$ cat config.mk
export PLATFORM = sky130hd
export DESIGN_NAME = nvsp_host
export DESIGN_NICKNAME = d
export VERILOG_FILES = /design/src/verilog/nvsp_host.v /design/src/verilog/nvsp_timer.v
export VERILOG_INCLUDE_DIRS = /design/src /design/src/verilog
export SDC_FILE = /design/constraint.sdc
export NUM_CORES = 1
export LEC_CHECK = 0
export ABC_AREA = 1
export BUFFER_PORTS_ARGS = -buffer_cell sky130_fd_sc_hd__buf_2
export CAP_MARGIN = 25
export CORE_MARGIN = 4
export CORE_UTILIZATION = 29
export CTS_CLUSTER_DIAMETER = 150
export DETAILED_ROUTE_END_ITERATION = 6
export GPL_TIMING_DRIVEN = 0
export PLACE_DENSITY = 0.6
export SLEW_MARGIN = 15
export SYNTH_ARGS = -nofsm -noshare
export SYNTH_HDL_FRONTEND = slang
export SYNTH_SLANG_ARGS = --single-unit
$ cat constraint.sdc
create_clock -name core_clk -period 2.4 [get_ports core_clk]
set_input_delay 0.12 -clock core_clk [delete_from_list [all_inputs] [get_ports core_clk]]
set_output_delay 0.12 -clock core_clk [all_outputs]
set_load 0.05 [all_outputs]
$ cat src/verilog/nvsp_map.vh
/*
 * constants for the host-side controller of the nonvolatile sram port:
 * strobe timing in ns, nonvolatile cycle durations, sequence length.
 * assumes core_clk at 25 mhz; counts are derived where they are used.
 */
`ifndef NVSP_MAP_VH
`define NVSP_MAP_VH
`define NVSP_CLK_NS            40
`define NVSP_READ_CYCLE_NS     45
`define NVSP_WRITE_PULSE_NS    30
`define NVSP_SEQ_SPACING_NS    45
`define NVSP_GRACE_NS          25
`define NVSP_STORE_MS          8
`define NVSP_RECALL_US         200
`define NVSP_PWRUP_RECALL_MS   20
`define NVSP_SEQ_LEN           6
`define NVSP_OP_READ           2'h0
`define NVSP_OP_WRITE          2'h1
`define NVSP_OP_SAVE           2'h2
`define NVSP_OP_RESTORE        2'h3
`endif

$ cat src/verilog/nvsp_host.v
/*
 * nvsp_host: host controller driving a nonvolatile sram through its
 * asynchronous strobes: reads, writes, software save and restore.
 * assumes the pins are wired directly; hw_save_strobe_n is open drain
 * shared with the device, and data_lines splits into in/out/enable.
 */
// Notes on behaviour
// [RL1] write strobe stays high during reads
// [RL2] device data follows address when selected
// [RL3] write low at select fall: outputs float
// [RL4] save strobe high during sram cycles
// [RL5] address changes only with select high
// [RL6] device skips save without prior write
// [RL7] sram usable briefly after save trigger
// [RL8] device ignores access during nonvolatile cycle
// [RL9] power-up restore done within 20 ms
// [RL10] supply below trip level triggers save
// [RL11] save strobe pulled high by resistor
// [RL12] sequence reads spaced by read cycle
// [RL13] six sequence reads, write strobe high
// [RL14] sequence steps are ordinary reads
// [RL15] lane selects gate low and high bytes
// [RL16] select high means deselected, data floats
// [RL17] sequence addresses come from parameter table
// [RL18] hold new accesses during nonvolatile cycle
`include "nvsp_map.vh"
module nvsp_host #(
   parameter AW             = 18,
   parameter DW             = 16,
   parameter PWRUP_CYCLES   = 500000,   // 20 ms at 25 mhz
   parameter STORE_CYCLES   = 200000,   // 8 ms at 25 mhz
   parameter RECALL_CYCLES  = 5000,     // 200 us at 25 mhz
   parameter [6*AW-1:0] SAVE_SEQ    = {6{18'h00000}},
   parameter [6*AW-1:0] RESTORE_SEQ = {6{18'h00000}}
) (
   input  wire          core_clk,
   input  wire          rst,
   input  wire          clk_en,
   input  wire          req_valid,
   output wire          req_ready,
   input  wire [1:0]    req_op,
   input  wire [AW-1:0] req_addr,
   input  wire [DW-1:0] req_wdata,
   input  wire [1:0]    req_lane_n,
   output reg           rsp_valid,
   output reg  [DW-1:0] rsp_rdata,
   output reg           nv_busy,
   output reg  [AW-1:0] mem_addr,
   output reg           chip_sel_n,
   output reg           write_n,
   output reg           out_gate_n,
   output reg           upper_lane_sel_n,
   output reg           lower_lane_sel_n,
   input  wire [DW-1:0] data_lines_in,
   output reg  [DW-1:0] data_lines_out,
   output reg           data_lines_oe,
   input  wire          hw_save_strobe_n_in,
   output wire          hw_save_strobe_n_out,
   output wire          hw_save_strobe_n_oe
);
   // strobe widths in clocks, least times rounded up
   localparam RD_NS_CYC = (`NVSP_READ_CYCLE_NS + `NVSP_CLK_NS - 1) / `NVSP_CLK_NS;
   localparam WR_NS_CYC = (`NVSP_WRITE_PULSE_NS + `NVSP_CLK_NS - 1) / `NVSP_CLK_NS;
   localparam SP_NS_CYC = (`NVSP_SEQ_SPACING_NS + `NVSP_CLK_NS - 1) / `NVSP_CLK_NS;
   // counter-width copies; every count fits the four-bit phase counter
   localparam [3:0] RD_CYC = RD_NS_CYC[3:0];
   localparam [3:0] WR_CYC = WR_NS_CYC[3:0];
   localparam [3:0] SP_CYC = SP_NS_CYC[3:0];

   // states
   localparam [2:0] S_PWRUP = 3'h0;   // waiting out power-up restore
   localparam [2:0] S_IDLE  = 3'h1;   // ready for a request
   localparam [2:0] S_SETUP = 3'h2;   // address settled, strobes high
   localparam [2:0] S_STRB  = 3'h3;   // strobes low
   localparam [2:0] S_END   = 3'h4;   // strobes released
   localparam [2:0] S_NV    = 3'h5;   // nonvolatile cycle running

   reg [2:0]    state_r;        // current state
   reg [1:0]    op_r;           // latched operation
   reg [3:0]    wait_r;         // strobe phase counter
   reg [2:0]    step_r;         // sequence step index
   reg          save_sync0_r;   // strobe pin, first stage
   reg          save_sync1_r;   // strobe pin, second stage
   reg          tload;          // timer load
   reg [19:0]   tval;           // timer value
   wire         tdone;          // timer expired
   wire [AW-1:0] seq_addr;      // next sequence address

   // host never pulls the save strobe; device pullup holds it high [RL4] [RL11]
   assign hw_save_strobe_n_out = 1'b1;
   assign hw_save_strobe_n_oe  = 1'b0;

   // only idle takes new requests, so accesses wait out nv cycles [RL18] [RL8]
   assign req_ready = (state_r == S_IDLE) & clk_en;

   // next sequence address from the parameter table [RL17]
   // step five never reads it, so the slot past the table stays unused
   assign seq_addr = (op_r == `NVSP_OP_SAVE) ?
                     SAVE_SEQ[(step_r+3'h1)*AW +: AW] : RESTORE_SEQ[(step_r+3'h1)*AW +: AW];

   nvsp_timer #(.W(20)) u_timer (
      .core_clk (core_clk),
      .rst      (rst),
      .ce       (clk_en),
      .load     (tload),
      .value    (tval),
      .done     (tdone)
   );

   // timer loads: power-up wait after reset, nv duration after sequence
   always @* begin
      tload = 1'b0;
      tval  = 20'h00000;
      if (state_r == S_END && wait_r == 4'h0 &&
          (op_r == `NVSP_OP_SAVE || op_r == `NVSP_OP_RESTORE) &&
          step_r == 3'h5) begin
         tload = 1'b1;
         // save covers a possible skip too: waiting is always safe [RL6]
         tval  = (op_r == `NVSP_OP_SAVE) ? STORE_CYCLES[19:0] : RECALL_CYCLES[19:0];
      end else if (state_r == S_PWRUP && save_sync1_r && wait_r == 4'h1) begin
         tload = 1'b1;
         tval  = PWRUP_CYCLES[19:0];   // [RL9]
      end
   end

   // strobe pin synchroniser, used to see the device release it
   always @(posedge core_clk or posedge rst) begin
      if (rst) begin
         save_sync0_r <= 1'b0;
         save_sync1_r <= 1'b0;
      end else if (clk_en) begin
         save_sync0_r <= hw_save_strobe_n_in;
         save_sync1_r <= save_sync0_r;
      end
   end

   // main sequencer
   always @(posedge core_clk or posedge rst) begin
      if (rst) begin
         state_r          <= S_PWRUP;
         op_r             <= `NVSP_OP_READ;
         wait_r           <= 4'h1;
         step_r           <= 3'h0;
         rsp_valid        <= 1'b0;
         rsp_rdata        <= {DW{1'b0}};
         nv_busy          <= 1'b1;
         mem_addr         <= {AW{1'b0}};
         chip_sel_n       <= 1'b1;
         write_n          <= 1'b1;
         out_gate_n       <= 1'b1;
         upper_lane_sel_n <= 1'b1;
         lower_lane_sel_n <= 1'b1;
         data_lines_out   <= {DW{1'b0}};
         data_lines_oe    <= 1'b0;
      end else if (clk_en) begin
         rsp_valid <= 1'b0;
         case (state_r)
            S_PWRUP: begin
               // trip level and restore happen inside the part [RL10]
               if (wait_r == 4'h1) begin
                  if (save_sync1_r) begin
                     wait_r <= 4'h0;
                  end
               end else if (tdone) begin
                  state_r <= S_IDLE;
                  nv_busy <= 1'b0;
               end
            end
            S_IDLE: begin
               if (req_valid) begin
                  op_r     <= req_op;
                  step_r   <= 3'h0;
                  state_r  <= S_SETUP;
                  // address moves only while select is high [RL5] [RL16]
                  if (req_op == `NVSP_OP_READ || req_op == `NVSP_OP_WRITE) begin
                     mem_addr         <= req_addr;
                     upper_lane_sel_n <= req_lane_n[1];   // [RL15]
                     lower_lane_sel_n <= req_lane_n[0];   // [RL15]
                  end else begin
                     mem_addr         <= (req_op == `NVSP_OP_SAVE) ?
                                         SAVE_SEQ[AW-1:0] : RESTORE_SEQ[AW-1:0];
                     upper_lane_sel_n <= 1'b0;
                     lower_lane_sel_n <= 1'b0;
                     nv_busy          <= 1'b1;
                  end
                  data_lines_out <= req_wdata;
               end
            end
            S_SETUP: begin
               // select falls with write already decided [RL3]
               chip_sel_n <= 1'b0;
               if (op_r == `NVSP_OP_WRITE) begin
                  write_n       <= 1'b0;
                  data_lines_oe <= 1'b1;
                  wait_r        <= WR_CYC;
               end else begin
                  write_n    <= 1'b1;   // reads and sequence steps [RL1] [RL13] [RL14]
                  out_gate_n <= 1'b0;
                  wait_r     <= RD_CYC;
               end
               state_r <= S_STRB;
            end
            S_STRB: begin
               if (wait_r > 4'h1) begin
                  wait_r <= wait_r - 4'h1;
               end else begin
                  // data held by the device while selected [RL2]
                  if (op_r == `NVSP_OP_READ) begin
                     rsp_rdata <= data_lines_in;
                     rsp_valid <= 1'b1;
                  end
                  chip_sel_n    <= 1'b1;
                  write_n       <= 1'b1;
                  out_gate_n    <= 1'b1;
                  data_lines_oe <= 1'b0;
                  wait_r        <= 4'h0;
                  state_r       <= S_END;
               end
            end
            S_END: begin
               if (op_r == `NVSP_OP_READ || op_r == `NVSP_OP_WRITE) begin
                  state_r <= S_IDLE;
                  if (op_r == `NVSP_OP_WRITE) begin
                     rsp_valid <= 1'b1;
                  end
               end else if (step_r == 3'h5) begin
                  // grace interval is far below one wait; nv cycle starts [RL7]
                  state_r <= S_NV;
               end else if (wait_r + 4'h1 >= SP_CYC) begin
                  // spacing between sequence reads [RL12]
                  step_r   <= step_r + 3'h1;
                  mem_addr <= seq_addr;
                  state_r  <= S_SETUP;
               end else begin
                  wait_r <= wait_r + 4'h1;
               end
            end
            S_NV: begin
               // no access until the nonvolatile cycle is over [RL18]
               if (tdone) begin
                  nv_busy   <= 1'b0;
                  rsp_valid <= 1'b1;
                  state_r   <= S_IDLE;
               end
            end
            default: begin
               state_r <= S_IDLE;
            end
         endcase
      end
   end
endmodule

$ cat src/verilog/nvsp_timer.v
/*
 * nvsp_timer: loadable down counter; done is high while the count is zero.
 * assumes the caller holds load for one cycle with a nonzero value.
 */
module nvsp_timer #(
   parameter W = 20
) (
   input  wire         core_clk,
   input  wire         rst,
   input  wire         ce,
   input  wire         load,
   input  wire [W-1:0] value,
   output wire         done
);
   reg [W-1:0] cnt_r;   // remaining cycles

   // count down toward zero, reload on demand
   always @(posedge core_clk or posedge rst) begin
      if (rst) begin
         cnt_r <= {W{1'b0}};
      end else if (ce) begin
         if (load) begin
            cnt_r <= value;
         end else if (cnt_r != {W{1'b0}}) begin
            cnt_r <= cnt_r - {{(W-1){1'b0}}, 1'b1};
         end
      end
   end

   assign done = (cnt_r == {W{1'b0}});
endmodule

Word-level counts from Yosys, hierarchy flattened
Cells that the tools add are included.

word-level totals
  bits in registers = 92
  latch bits = 0
  memory bits (writable) = 0
  memory bits (read-only) = 0
  input bits = 59
  memories kept = 0

cells by class
  add/sub/neg operators = 5
  $mul = 1
  divide/modulo/power cells = 0
  magnitude comparators = 2
  equality and inequality tests = 24
  shifts and indexed selects = 1
  multiplexer cells = 56
  bitwise gates (word level) = 2
  reductions and logical operators = 29

operator list
  operator                                                                          count
  18-bit 2-to-1 mux                                                                 6
  108-bit by 10-bit variable part select with 18-bit output (first input constant)  1
  20-bit 2-to-1 mux                                                                 2
  19-bit 2-to-1 mux                                                                 2
  18-bit case mux with 2 select lines                                               1
  3-bit 2-to-1 mux                                                                  11
  4-bit 2-to-1 mux                                                                  6
  20-bit zero test                                                                  1
  2-bit != test (second input constant)                                             10
  20-bit nonzero test                                                               1
  20-bit by 1-bit subtractor with 20-bit output (second input constant)             1
  1-bit 2-to-1 mux                                                                  18
  3-bit case mux with 6 select lines                                                1
  4-bit case mux with 4 select lines                                                1
  4-bit AND reduction                                                               3
  5-bit AND reduction                                                               2
  3-bit == test (second input constant)                                             3
  4-bit by 4-bit multiplier with 8-bit output (second input constant)               1
  1-bit case mux with 2 select lines                                                4
  7-bit AND reduction                                                               1
  3-bit by 2-bit == test with 1-bit output (second input constant)                  2
  1-bit case mux with 3 select lines                                                2
  3-bit case mux with 2 select lines                                                1
  3-bit AND reduction                                                               2
  other kinds (25)                                                                  37

Depth between registers and ports, before layout
  depth after elaboration = 7
  gate-level depth with buffers = 11

Modules after synthesis
A second synthesis with hierarchy kept.

unflattened totals
  cell total of the unflattened synthesis = 702
  area, all modules = 5039.8 um2

by module, submodules not included
  module      times used  cells an instance  area each (um2)
  nvsp_host   1           442                3395.8
  nvsp_timer  1           260                1644.1

Least setup slack after synthesis
Ideal clock, no wire load.

  kind = reg-to-reg
  start = reg wait_r[0]
  end = reg rsp_rdata[0]
  setup time = 0.125 ns
  data arrival time = 1.746 ns
  path slack = 0.529 ns
  cell stages (with the launch flop) = 8
  path buffers = 1
  cell sequence = dfstp_2 -> inv_1 -> ha_1 -> o21ai_0 -> inv_1 -> nand3_4 -> buf_6 -> mux2_4

on the way
  word-level cells in the longest chain between the ends = 3

RTL lines
  item                                                      line             RTL
  start: declaration                                        nvsp_host.v:80   reg [3:0] wait_r;
  start signal: assignment                                  nvsp_host.v:205  wait_r <= wait_r - 4'h1;
  start signal: assignment                                  nvsp_host.v:235  wait_r <= wait_r + 4'h1;
  4-bit by 1-bit greater-than comparator with 1-bit output  nvsp_host.v:204  if (wait_r > 4'h1) begin
  1-bit NOT (no line)                                       n/a
  4-bit AND reduction (no line)                             n/a
  end signal: assignment                                    nvsp_host.v:145  rsp_rdata <= {DW{1'b0}};
  end signal: assignment                                    nvsp_host.v:209  rsp_rdata <= data_lines_in;
  end: declaration                                          nvsp_host.v:46   output reg [DW-1:0] rsp_rdata,

No other way between the ends.
A chain may end at the register's enable or synchronous reset.

Worst setup path after layout
  start = reg wait_r[0]
  end = reg u_timer.cnt_r[15]

on the way
  word-level cells in the longest chain between the ends = 7
  elaborated cells on any way between the ends = 13
  classes of those cells = eq/ne: 1; mux: 5; reduce/logical: 7

RTL lines
  item                            line             RTL
  4-bit zero test                 nvsp_host.v:114  if (state_r == S_END && wait_r == 4'h0 &&
  1-bit logical AND (3 in a row)  nvsp_host.v:114
  1-bit 2-to-1 mux                nvsp_host.v:114
  2-bit nonzero test (no line)    n/a
  2-bit AND reduction (no line)   n/a
  end signal: assignment          nvsp_timer.v:20  cnt_r <= {W{1'b0}};
  end signal: assignment          nvsp_timer.v:23  cnt_r <= value;
  end signal: assignment          nvsp_timer.v:25  cnt_r <= cnt_r - {{(W-1){1'b0}}, 1'b1};
  end: declaration                nvsp_timer.v:15  reg [W-1:0] cnt_r;

Several ways; a longest one is shown, not always the timed one.

==> out/metrics.cfg <==
[outcome]
outcome = finished clean

[global_route]
use_met3_pct = 6.176
global_route.usage.total_pct = 14.53
use_met1_pct = 18.27
first_global_vias = 4252
grt_antenna_before_repair = 1
globalRoute.totalOverflow = 0
grt_start_max_net_pins = 29
grt-busiest-layer = met2
grt_first_pass_wirelength_um = 21580
groute.layer.met2.usage_pct = 23.25

[drt]
finalWirelength_um = 12920
post_drt_wl_per_cell_um = 13.73
drc = 0
vias_per_cell = 4.486
vias = 4221
drt_first_iter_violations = 299
iteration_count_of_the_initial_detailed_routing_pass = 4
ant_nets = 0

[yosys]
ys_ff_latch = 92
synth_compound_area_share_pct = 5.448
mapped_nets = 621
synth_warnings = 0
post_synth_main_area_contributors = sky130_fd_sc_hd__dfrtp_1 44%, sky130_fd_sc_hd__nand2_1 12%, sky130_fd_sc_hd__nor2_1 4.7%
post-synth-top-area-cell = sky130_fd_sc_hd__dfrtp_1
synthCells = 554
yosys-mux-area-fraction_pct = 8.290
synth_area_per_cell_um2 = 8.664
yosysMostFrequentCell = sky130_fd_sc_hd__nand2_1
yosys.area.top_type_share_pct = 44.32
synth_enable_flop_cells = 0
synth-adder-area-share_pct = 2.086
post_synth_and_or_nand_nor_area_fraction_pct = 27.24
ys.flop_type = sky130_fd_sc_hd__dfrtp_1
combinational_family_with_the_most_area_after_synthesis = simple AND/OR/NAND/NOR gates
async_reset_ff_share_pct = 100.0
syn_area_um2 = 4800
ys_seq_area_share_pct = 48.15
synth_commonest_cells = 157 x sky130_fd_sc_hd__nand2_1, 85 x sky130_fd_sc_hd__dfrtp_1, 60 x sky130_fd_sc_hd__nor2_1
synthDistinctLibCells = 36
post_synth_xor_area_fraction_pct = 2.555

[power]
leakage_nw = 3.374
max-vdd-ir-drop_uv = 811.4
power_mw = 7.828
pwr_density_cell_nw_per_um2 = 1227

[placed_design]
dp_hpwl_um = 9564
buffer_ports.inserted = 117
detailed_place.area_um2 = 5727
preCtsSetupSlack_ps = 280.2
gp_congestion = 0.8749
dpl.cell_count = 890

[worst_setup_path]
crit_type = register to register
worstPathArrival_ps = 2320
crit_path_max_fanout = 9
worst_setup_path_start_kind = register
rr_worst_depth = 8
endpoint_kind = register
worst-endpoint-required_ps = 2610

[cells_and_area]
finish.cell_count_without_fillers = 941
fillerInstances = 1594
numnets_final = 787
flow.area_growth_from_synthesis_pct = 32.90
drive_above_1_share_pct = 27.59
finalInstanceArea_um2 = 6379
layout.core_utilization_pct = 39.72
diodes = 0

[clock_tree]
cts_tree = yes
htree_num_levels = 3
clk_pin_slew_ps = 70
clock-root-buffer = sky130_fd_sc_hd__clkbuf_16
clock_buffers_created_by_tritoncts = 9
tritoncts_num_sinks = 92
resized_after_cts = 0
postCtsSetupRepairBufs = 0
clk_latency_ps = 360
cts_hold_buf = 35
cts.path.max_buffers = 2

[sta]
maxSlewViolCount = 0
final.hold.worst_slack_ps = 10.01
final_min_period_over_clock_period_pct = 87.86
fin_worst_skew_ps = 9.426
timing.final.ws_setup_ps = 291.4
setup_viol = 0
totalNegativeSetupSlack_ps = 0
unrepaired_setup_endpoints_after_global_routing = false
fmax_mhz = 474.2
max-slew-margin-rel_pct = 64.31
final_hold_viols = 0
finalCriticalPeriod_ps = 2109
worst_slew_pin_slew_ps = 533.4

[floorplanning]
floorplan.rows = 46
initial_utilization_pct = 29.89
die_width_um = 136.7
io-pin-count = 120
die-area_um2 = 18670
overall_die_height_um = 136.7
fp.coreArea_um2 = 16060

[job]
drv_cap = 0

[worst_hold_path]
hp-class = input pin to register
hold_path_depth = 2

-- flip-flops by register name (all words and copies together), names as in the netlist --
register and flops:
data_lines_oe 1, write_n 1, lower_lane_sel_n 1, upper_lane_sel_n 1, op_r 2, rsp_rdata 16, save_sync1_r 1, nv_busy 1
state_r 3, mem_addr 18, rsp_valid 1, save_sync0_r 1, chip_sel_n 1, data_lines_out 16, u_timer.cnt_r 20, wait_r 4
out_gate_n 1, step_r 3
-- final timing paths --
kind	from	end	slack, ps
worst max-delay path	wait_r[0]$_DFFE_PP1P_	u_timer.cnt_r[15]$_DFFE_PP0P_	290
worst min-delay path	data_lines_in[2]	rsp_rdata[2]$_DFFE_PP0P_	10
worst max register to register	wait_r[0]$_DFFE_PP1P_	u_timer.cnt_r[15]$_DFFE_PP0P_	290
worst min register to register	out_gate_n$_DFFE_PP1P_	out_gate_n$_DFFE_PP1P_	460
max in group asynchronous	rst	out_gate_n$_DFFE_PP1P_	1200
min in group asynchronous	rst	rsp_rdata[10]$_DFFE_PP0P_	390
-- cell usage in the layout (no fill, tap or decap), drive strengths merged, types with 25 or more instances in the layout --
master	n
nand2	165
buf	133
dfrtp	85
nor2	64
inv	47
dlygate4sd3	35
nand3	34
mux2	32
o21ai	29
nand4	25
-- layer usage --
| layer | up-vias | wire [um] |
|---|---|---|
| met5 | - | 7 |
| met4 | 2 | 163 |
| met3 | 16 | 967 |
| met2 | 110 | 6227 |
| met1 | 1959 | 5556 |
| li1 | 2134 | - |
-- power breakdown --
part	switching (mW)	internal, mW	total [mW]	leakage (nW)
Clock	0.641	0.819	1.46	0.144
Combinational	2.70	1.11	3.81	2.07
Sequential	0.421	2.14	2.56	1.16
-- layout make-up --
cell class / instances / area (um^2) / area share [%]
inverter: 46 / 176.4 / 2.766
sequential: 92 / 2311 / 36.23
tap: 216 / 270.3 / 4.237
clock inverter: 6 / 72.57 / 1.138
timing repair buffer: 155 / 1003 / 15.73
buffer: 17 / 118.9 / 1.863
clock buffer: 10 / 229.0 / 3.590
multi-input combinational: 399 / 2197 / 34.44
-- worst max-delay path: stages, from the launching register on --
cell and delay [ps]:
sky130_fd_sc_hd__dfstp_2 580, sky130_fd_sc_hd__ha_1 190, sky130_fd_sc_hd__nand2_1 120, sky130_fd_sc_hd__nor2_1 110, sky130_fd_sc_hd__nand2_1 130, sky130_fd_sc_hd__nand2_4 180, sky130_fd_sc_hd__nand2_4 80, sky130_fd_sc_hd__a21oi_1 440
sky130_fd_sc_hd__a21oi_1 130
-- cells by family after synthesis --
| kind of cell | after synthesis |
|---|---|
| AOI/OAI and AO/OA | 49 |
| xor gates and xnor gates | 14 |
| adders and majority gates | 8 |
| and+or+nand+nor | 294 |
| other | 2 |
| DFF | 92 |
| buffers and inverters | 63 |
| muxes | 32 |
Note: power is estimated with default switching activity, not from simulation.
